<file path="src/rtl/smc_map.svh">
/*
  constants of the serial mode block: register offsets, field positions,
  reset values and status bit positions.
  assumes a system clock of 20 MHz and an 8-bit register port.
*/
`ifndef SMC_MAP_SVH
`define SMC_MAP_SVH

// register offsets
`define SMC_OFF_MODE 4'h0
`define SMC_OFF_CTRL 4'h1
`define SMC_OFF_EXT 4'h2
`define SMC_OFF_STAT 4'h3
`define SMC_OFF_MASK 4'h4
`define SMC_OFF_DATA 4'h5

// serial_mode_config fields
`define SMC_MODE_ORDER 7
`define SMC_MODE_STALL 6
`define SMC_MODE_RATE_HI 5
`define SMC_MODE_RATE_LO 3
`define SMC_MODE_BC_HI 2
`define SMC_MODE_BC_LO 0
`define SMC_MODE_RESET 8'h00

// bus_control_reg fields
`define SMC_CTRL_ENABLE 7
`define SMC_CTRL_MASTER 5
`define SMC_CTRL_START 1
`define SMC_CTRL_FORMAT 0
`define SMC_CTRL_RESET 8'h00

// timer_serial_ctrl_reg field
`define SMC_EXT_RANGE 0

// status / mask bits
`define SMC_ST_XFER 0
`define SMC_ST_STALL 1
`define SMC_ST_DENIED 2
`define SMC_ST_W 3

`endif

</file>
<file path="src/rtl/smc_pkg.sv">
/*
  types shared by the serial mode block.
  assumes nothing beyond a sv-2012 compiler.
*/
package smc_pkg;
  typedef enum logic [4:0] {
    SMC_IDLE  = 5'b00001,
    SMC_LOW   = 5'b00010,
    SMC_HIGH  = 5'b00100,
    SMC_STALL = 5'b01000,
    SMC_DONE  = 5'b10000
  } smc_state_e;
endpackage

</file>
<file path="src/rtl/smc_rate_div.sv">
/*
  serial clock half-period tick generator from the rate code and range bit.
  assumes the rate inputs stay stable during a frame.
*/
`timescale 1ns/1ps
`include "smc_map.svh"

module smc_rate_div (
  // clock and reset
  input wire logic clk,
  input wire logic arst_n,
  // control
  input wire logic run,
  input wire logic range_ext,
  input wire logic [2:0] rate_code,
  // half-period tick
  output logic half_tick
);
  logic [8:0] divisor;
  logic [7:0] count;

  // full serial clock divisor; nine bits so the slowest code of 256 fits
  always_comb begin
    unique case ({range_ext, rate_code})
      4'h0: divisor = 9'h01c;
      4'h1: divisor = 9'h028;
      4'h2: divisor = 9'h030;
      4'h3: divisor = 9'h040;
      4'h4: divisor = 9'h050;
      4'h5: divisor = 9'h064;
      4'h6: divisor = 9'h070;
      4'h7: divisor = 9'h080;
      4'h8: divisor = 9'h038;
      4'h9: divisor = 9'h050;
      4'ha: divisor = 9'h060;
      4'hb: divisor = 9'h080;
      4'hc: divisor = 9'h0a0;
      4'hd: divisor = 9'h0c8;
      4'he: divisor = 9'h0e0;
      default: divisor = 9'h100;
    endcase
  end

  always_ff @(posedge clk or negedge arst_n) begin
    if (!arst_n) begin
      count <= 8'h00;
      half_tick <= 1'b0;
    end else if (!run) begin
      count <= 8'h00;
      half_tick <= 1'b0;
    end else if (count >= divisor[8:1] - 8'h01) begin
      count <= 8'h00;
      half_tick <= 1'b1;
    end else begin
      count <= count + 8'h01;
      half_tick <= 1'b0;
    end
  end
endmodule

</file>
<file path="src/rtl/smc_bit_count.sv">
/*
  maps the bit count code to the frame length for the selected format.
  assumes fmt_sync is high for the clocked synchronous format.
*/
`timescale 1ns/1ps
`include "smc_map.svh"

module smc_bit_count (
  // selection
  input wire logic [2:0] code,
  input wire logic fmt_sync,
  // frame length
  output logic [3:0] bits
);
  logic [3:0] sync_bits;

  // code 000 is 8, others code value; bus format adds the ack bit
  assign sync_bits = (code == 3'h0) ? 4'h8 : {1'b0, code};
  assign bits = fmt_sync ? sync_bits : sync_bits + 4'h1;
endmodule

</file>
<file path="src/rtl/smc_top.sv">
/*
  mode register of a two-wire serial interface with a small master shifter
  that uses its bit order, ack stall, rate and bit count fields.
  assumes a single 20 MHz clock, synchronous register strobes and pins.
*/
// How it works
// the mode register is read or written only while iface_enable is 1.
// bit_order_select 0 shifts msb first and 1 shifts lsb first; software keeps 0 on the bus.
// the ack stall bit counts only for a master in the bus format.
// with ack stall on, the flag sets after the last data clock fall and scl stays low.
// clearing the transfer flag during the stall resumes with the ack bit.
// with ack stall off, data and ack bits run back to back.
// the transfer flag sets at the end of every transfer.
// rate code plus range bit pick the divider, used only by a master.
// code 000 gives 9 bits on the bus format and 8 in synchronous format.
// code 001 gives 2 bits on the bus format and 1 in synchronous format.
// higher codes add one bit per step, the bus format always one more.
// reset clears every field of the mode register.
`timescale 1ns/1ps
`include "smc_map.svh"

module smc_top (
  // clock and reset
  input wire logic clk,
  input wire logic arst_n,
  // register port
  input wire logic [3:0] addr,
  input wire logic [7:0] wdata,
  input wire logic wr,
  input wire logic rd,
  output logic [7:0] rdata,
  // serial pins
  input wire logic scl_in,
  output logic scl_out,
  output logic scl_oe,
  input wire logic sda_in,
  output logic sda_out,
  output logic sda_oe,
  // interrupt
  output logic irq
);
  logic [7:0] serial_mode_config;
  logic [7:0] bus_control_reg;
  logic [7:0] timer_serial_ctrl_reg;
  logic [`SMC_ST_W-1:0] status;
  logic [`SMC_ST_W-1:0] mask;
  logic [7:0] shift;
  logic [3:0] bit_idx;
  logic transfer_irq_flag;
  smc_pkg::smc_state_e state;

  logic iface_enable;
  logic bit_order_select;
  logic stall_en;
  logic fmt_sync;
  logic master;
  logic mode_ok;
  logic half_tick;
  logic [3:0] frame_bits;
  logic [3:0] data_bits;
  logic last_bit;
  logic xfer_done;
  logic stall_enter;
  logic clr_flag;
  logic start_req;
  logic [`SMC_ST_W-1:0] events;
  logic [7:0] next_rdata;

  assign iface_enable = bus_control_reg[`SMC_CTRL_ENABLE];
  assign master = bus_control_reg[`SMC_CTRL_MASTER];
  assign fmt_sync = bus_control_reg[`SMC_CTRL_FORMAT];
  assign bit_order_select = serial_mode_config[`SMC_MODE_ORDER];
  assign mode_ok = iface_enable && ((addr == `SMC_OFF_MODE) || (addr == `SMC_OFF_DATA));
  assign stall_en = serial_mode_config[`SMC_MODE_STALL] && master && !fmt_sync;
  assign data_bits = fmt_sync ? frame_bits : frame_bits - 4'h1;
  assign last_bit = (bit_idx == frame_bits - 4'h1);
  assign start_req = wr && (addr == `SMC_OFF_CTRL) && wdata[`SMC_CTRL_START]
                     && wdata[`SMC_CTRL_ENABLE] && wdata[`SMC_CTRL_MASTER];
  assign clr_flag = wr && (addr == `SMC_OFF_CTRL) && !wdata[`SMC_CTRL_START];

  smc_bit_count u_bits (
    .code(serial_mode_config[`SMC_MODE_BC_HI:`SMC_MODE_BC_LO]),
    .fmt_sync(fmt_sync),
    .bits(frame_bits)
  );

  // divider only runs for a master with an active frame
  smc_rate_div u_div (
    .clk(clk),
    .arst_n(arst_n),
    .run(master && (state == smc_pkg::SMC_LOW || state == smc_pkg::SMC_HIGH)),
    .range_ext(timer_serial_ctrl_reg[`SMC_EXT_RANGE]),
    .rate_code(serial_mode_config[`SMC_MODE_RATE_HI:`SMC_MODE_RATE_LO]),
    .half_tick(half_tick)
  );

  // mode register, writable only when enabled
  always_ff @(posedge clk or negedge arst_n) begin
    if (!arst_n) begin
      serial_mode_config <= `SMC_MODE_RESET;
    end else if (wr && mode_ok && addr == `SMC_OFF_MODE) begin
      serial_mode_config <= wdata;
    end
  end

  // control and range registers; start bit is self clearing
  always_ff @(posedge clk or negedge arst_n) begin
    if (!arst_n) begin
      bus_control_reg <= `SMC_CTRL_RESET;
      timer_serial_ctrl_reg <= 8'h00;
    end else begin
      if (wr && addr == `SMC_OFF_CTRL) begin
        bus_control_reg <= {wdata[7:2], 1'b0, wdata[0]};
      end
      if (wr && addr == `SMC_OFF_EXT) begin
        timer_serial_ctrl_reg <= {7'h00, wdata[`SMC_EXT_RANGE]};
      end
    end
  end

  // bit index and end-of-data detection
  assign xfer_done = (state == smc_pkg::SMC_HIGH) && half_tick && last_bit;
  assign stall_enter = (state == smc_pkg::SMC_HIGH) && half_tick && stall_en
                       && (bit_idx == data_bits - 4'h1);

  // shifter state machine
  always_ff @(posedge clk or negedge arst_n) begin
    if (!arst_n) begin
      state <= smc_pkg::SMC_IDLE;
      bit_idx <= 4'h0;
      scl_out <= 1'b1;
      scl_oe <= 1'b0;
    end else begin
      unique case (state)
        smc_pkg::SMC_IDLE: begin
          bit_idx <= 4'h0;
          scl_out <= 1'b1;
          scl_oe <= 1'b0;
          if (start_req) begin
            state <= smc_pkg::SMC_LOW;
            scl_out <= 1'b0;
            scl_oe <= 1'b1;
          end
        end
        smc_pkg::SMC_LOW: begin
          if (half_tick) begin
            state <= smc_pkg::SMC_HIGH;
            scl_out <= 1'b1;
          end
        end
        smc_pkg::SMC_HIGH: begin
          if (half_tick) begin
            // scl stays high after the final clock so the far side sees no extra rise
            if (last_bit) begin
              state <= smc_pkg::SMC_DONE;
            end else if (stall_enter) begin
              scl_out <= 1'b0;
              state <= smc_pkg::SMC_STALL;
              bit_idx <= bit_idx + 4'h1;
            end else begin
              scl_out <= 1'b0;
              state <= smc_pkg::SMC_LOW;
              bit_idx <= bit_idx + 4'h1;
            end
          end
        end
        smc_pkg::SMC_STALL: begin
          scl_out <= 1'b0;
          if (!transfer_irq_flag) begin
            state <= smc_pkg::SMC_LOW;
          end
        end
        smc_pkg::SMC_DONE: begin
          scl_out <= 1'b1;
          scl_oe <= 1'b0;
          state <= smc_pkg::SMC_IDLE;
        end
      endcase
    end
  end

  // data shifter and sda drive
  always_ff @(posedge clk or negedge arst_n) begin
    if (!arst_n) begin
      shift <= 8'h00;
      sda_out <= 1'b1;
      sda_oe <= 1'b0;
    end else if (wr && mode_ok && addr == `SMC_OFF_DATA && state == smc_pkg::SMC_IDLE) begin
      shift <= wdata;
    end else if (state == smc_pkg::SMC_LOW && !half_tick) begin
      if (bit_idx < data_bits) begin
        sda_out <= bit_order_select ? shift[0] : shift[7];
        sda_oe <= 1'b1;
      end else begin
        sda_out <= 1'b1;
        sda_oe <= 1'b0;
      end
    end else if (state == smc_pkg::SMC_HIGH && half_tick) begin
      if (bit_order_select) begin
        shift <= {sda_in, shift[7:1]};
      end else begin
        shift <= {shift[6:0], sda_in};
      end
    end else if (state == smc_pkg::SMC_DONE) begin
      sda_oe <= 1'b0;
      sda_out <= 1'b1;
    end
  end

  // transfer flag: set wins over the clear
  always_ff @(posedge clk or negedge arst_n) begin
    if (!arst_n) begin
      transfer_irq_flag <= 1'b0;
    end else if (xfer_done || stall_enter) begin
      transfer_irq_flag <= 1'b1;
    end else if (clr_flag) begin
      transfer_irq_flag <= 1'b0;
    end
  end

  assign events[`SMC_ST_XFER] = xfer_done;
  assign events[`SMC_ST_STALL] = stall_enter;
  assign events[`SMC_ST_DENIED] = (wr || rd) && (addr == `SMC_OFF_MODE) && !iface_enable;

  // sticky status, write one to clear; set wins
  always_ff @(posedge clk or negedge arst_n) begin
    if (!arst_n) begin
      status <= '0;
      mask <= '0;
      irq <= 1'b0;
    end else begin
      for (int i = 0; i < `SMC_ST_W; i++) begin
        if (events[i]) begin
          status[i] <= 1'b1;
        end else if (wr && addr == `SMC_OFF_STAT && wdata[i]) begin
          status[i] <= 1'b0;
        end
      end
      if (wr && addr == `SMC_OFF_MASK) begin
        mask <= wdata[`SMC_ST_W-1:0];
      end
      irq <= |(status & mask);
    end
  end

  // read mux
  always_comb begin
    next_rdata = 8'h00;
    unique case (addr)
      `SMC_OFF_MODE: next_rdata = mode_ok ? serial_mode_config : 8'h00;
      `SMC_OFF_CTRL: next_rdata = {bus_control_reg[7:3], transfer_irq_flag,
                                   bus_control_reg[1:0]};
      `SMC_OFF_EXT: next_rdata = timer_serial_ctrl_reg;
      `SMC_OFF_STAT: next_rdata = {5'h00, status};
      `SMC_OFF_MASK: next_rdata = {5'h00, mask};
      `SMC_OFF_DATA: next_rdata = mode_ok ? shift : 8'h00;
      default: next_rdata = 8'h00;
    endcase
  end

  always_ff @(posedge clk or negedge arst_n) begin
    if (!arst_n) begin
      rdata <= 8'h00;
    end else if (rd) begin
      rdata <= next_rdata;
    end else begin
      rdata <= 8'h00;
    end
  end
endmodule

</file>
<file path="config.mk">
export PLATFORM = sky130hd
export DESIGN_NAME = smc_top
export DESIGN_NICKNAME = d
export VERILOG_FILES = /design/src/rtl/smc_pkg.sv /design/src/rtl/smc_rate_div.sv /design/src/rtl/smc_bit_count.sv /design/src/rtl/smc_top.sv
export VERILOG_INCLUDE_DIRS = /design/src /design/src/rtl
export SDC_FILE = /design/constraint.sdc
export NUM_CORES = 1
export LEC_CHECK = 0
export BUFFER_PORTS_ARGS = -buffer_cell sky130_fd_sc_hd__buf_2
export CAP_MARGIN = 20
export CELL_PAD_IN_SITES_DETAIL_PLACEMENT = 1
export CELL_PAD_IN_SITES_GLOBAL_PLACEMENT = 1
export CORE_MARGIN = 3
export CORE_UTILIZATION = 33
export DETAILED_ROUTE_END_ITERATION = 8
export PLACE_DENSITY = 0.63
export SKIP_LAST_GASP = 1
export SLEW_MARGIN = 30
export SYNTH_ARGS = -nofsm -noshare
export SYNTH_HDL_FRONTEND = slang
export SYNTH_HIERARCHICAL = 1
export SYNTH_SLANG_ARGS = --single-unit
</file>
<file path="constraint.sdc">
create_clock -name clk -period 3.35 [get_ports clk]
set_clock_uncertainty 0.05 [all_clocks]
set_input_delay 0.67 -clock clk [delete_from_list [all_inputs] [get_ports clk]]
set_output_delay 0.67 -clock clk [all_outputs]
set_load 0.01 [all_outputs]
</file>
==> results.tsv <==
metric	value	unit
result of the run	finished clean	
number of flops mapped to enable cells by yosys	0	
Final period util	0.9261	
CP endpoint	u_div/count[2]$_DFF_PN0_	
gr usage total	0.1675	
crit path DAT	3.32	ns
final cell utilization of the core	0.4060	
Port Buf Inserts	29	
Sum Neg Setup Slack	0	ns
crit start category	register	
Primary FF master, synth	dfrtp_1	
Final Max Slew Viols	0	
Synth top area share	0.3774	
fmax	0.3223	GHz
Synth Instances	405	
Die X	114.0	um
Leak	1.960	nW
Post-synth ARST share	1.000	
Worst Setup Path Type	register to register	
Ports	31	
worst endpoint required time	3.57	ns
Max Root-Sink Buffers	2	
Fin. Hold Viols	0	
Comb pwr share	0.360	
RSZ-0062 raised after global routing	yes	
grt total ovfl	0	
vias in the first global route	3263	
Die ar.	12990	um2
Synth Net Count	443	
initial DRC count	131	
Worst Path Max Fanout	8	
Pwr Density	683.9	nW/um2
r2r startpoint	serial_mode_config[3]$_DFFE_PN0P_	
CTS Sinks	61	
Root Driver	clkbuf_16	
Vias/cell	5.366	
Worst R2R Setup Slack	0.25	ns
CTS tree	done	
post-place instance area	4182	um2
number of remaining DRC errors	0	
first-pass GRT wire length	17.12	mm
Tmin final	3.102	ns
Hold Worst Slack	0.3472	ns
Num CTS Buffers	9	
sequential share of power	0.330	
synthesized cell area	3846	um2
Worst-path clk slew	0.06	ns
initial antenna violation count	0	
layout cells sized above 1	0.2217	
commonest non-fill, non-tap cell in the layout	dfrtp_1	
Maximum Capacitance Violations	0	
Pint	1.989	mW
commonest cells after routing, fill and taps aside	58 x dfrtp_1, 37 x nand2_1, 31 x nor2_1, 30 x o21ai_0, 29 x buf_2	
Clock power frac	0.310	
Routed WL	10.01	mm
register area share after synthesis	0.3979	
DP HPWL	7.537	mm
cell row count	38	
Die Ht	114.0	um
Sw Ratio	0.3560	
r2r endpoint	u_div/count[2]$_DFF_PN0_	
crit path from	serial_mode_config[3]$_DFFE_PN0P_	
Worst Tran Pin Value	0.7477	ns
Worst VDD drop	0.2688	mV
FF+latch count, synth	61	
largest net degree at the start of global routing	32	
Avg Cell Area, Syn	9.497	um2
Initial Utilization	0.3457	
final setup vio count	0	
area delta synth->final	17.44	%
class of the worst hold path	input port to async pin	
design area	4517	um2
H-tree depth	3	
area leader, netlist	dfrtp_1	
Synth cell types	60	
DR pass1 iterations	4	
Ys Warns	6	
top cells by area, synth	dfrtp_1 38%, ha_1 6.5%, mux2_2 5.6%	
Layout Nets	475	
Slew HR	0.5015	
antenna cells	0	
routed len/inst	17.19	um
antenna-violating nets left	0	
Psw	1.100	mW
Via Count	3123	
Reg2Reg Depth	15	
Worst Setup End Kind	register	
GPL Wtd Cong	0.7855	
Skew-Pair Late Insertion Delay	0.34	ns
Core Box Area	11130	um2
[through the flow]
step	power, mW	setup WS [ns]	instances
floorplan	1.813	0.4371	405
global placement	2.089	0.1614	565
detailed placement	2.136	0.1309	565
CTS	3.121	0.1272	581
global route	3.329	-0.06024	582
finish	3.089	0.2475	582
[worst max-delay path: stages, from the launching register on]
cell and delay, ns:
dfrtp_1 0.41, inv_1 0.06, ha_1 0.22, a21oi_1 0.14
nor2_1 0.05, a31oi_1 0.19, ha_2 0.25, nand3_2 0.14
o41ai_2 0.31, a21oi_1 0.12, ha_1 0.33, a21oi_1 0.21
and4_1 0.23, o21ai_1 0.06, buf_4 0.16, nor2_1 0.11
[what timing repair did]
action / 4_1_cts / 5_1_grt
hold buffers: 0 / 0
setup buffers: 0 / 1
gates resized for setup: 0 / 3
setup endpoints to repair: 0 / 11
[worst min-delay path by stage]
stage	startpoint	endpoint	slack, ns	cells past startpoint
6_report	arst_n	rdata[7]$_DFF_PN0_	0.35	1
5_1_grt	arst_n	rdata[7]$_DFF_PN0_	0.40	1
4_1_cts	arst_n	rdata[7]$_DFF_PN0_	0.36	1
3_5_place_dp	u_div/count[0]$_DFF_PN0_	u_div/count[0]$_DFF_PN0_	0.43	1
3_3_place_gp	u_div/count[0]$_DFF_PN0_	u_div/count[0]$_DFF_PN0_	0.43	1
2_1_floorplan	arst_n	bit_idx[0]$_DFFE_PN0P_	0.32	0
[metal layers]
metal / part of all wire / global-route usage / vias to the layer above
li1: - / - / 1510
met1: 0.48 / 0.2312 / 1560
met2: 0.47 / 0.2611 / 40
met3: 0.033 / 0.03289 / 13
met4: 0.018 / 0.06097 / 0
met5: 0 / 0 / -
[logic make-up (layout without fill, tap and decap cells)]
kind of cell	after synthesis	after routing	synth area share
adders and majority gates	20	20	0.06506
buffers and inverters	38	75	0.04034
AOI/OAI and AO/OA	89	89	0.1516
xor gates and xnor gates	25	25	0.06051
and+or+nand+nor	142	142	0.2004
muxes	30	30	0.08426
DFF	61	61	0.3979
[power by group through the flow]
| stage | registers, mW | logic, mW | clock network [mW] |
|---|---|---|---|
| finish | 1.02 | 1.11 | 0.957 |
| global route | 1.05 | 1.26 | 1.02 |
| CTS | 1.02 | 1.11 | 0.989 |
| detailed placement | 1.03 | 1.10 | 0 |
| global placement | 1.03 | 1.06 | 0 |
| floorplan | 0.973 | 0.840 | 0 |
[layout make-up]
cell class / instances / area, um2
inverters: 16 / 60.06
flip-flops and latches: 61 / 1530
well taps: 140 / 175.2
multi-input cells: 306 / 2178
clock inverters: 6 / 71.32
clock buffers: 10 / 239.0
repair buffers: 43 / 262.8
fillers: 1272 / 6609
[cells in the mapped netlist, types with 2 or more instances]
library cell  instances
a21oi_1              15
nand3b_1              3
o21ai_0              30
o21a_1                3
a222oi_1              2
o21ai_1               2
nor4_2                2
nor4b_1               2
or2_2                 2
xor2_1                7
nand2_1              37
o211ai_1              3
nor3_1                6
mux2_2               19
clkbuf_1             13
o31ai_1               2
nand2b_1              3
nor2b_1               9
dfrtp_1              58
a22oi_1               5
mux2i_1              11
ha_1                 20
or3_1                 4
nand3_1              12
and3_1                6
dfstp_2               3
inv_1                16
nand3_2               2
buf_2                 7
xnor2_1              17
o22ai_1               2
nor2_1               31
nand4_1               5
a21o_1                3
nor4_1                4
and4_1                2
a22o_1               10
nor3b_1               4
o21bai_1              2
Note: power is estimated with default switching activity, not from simulation.
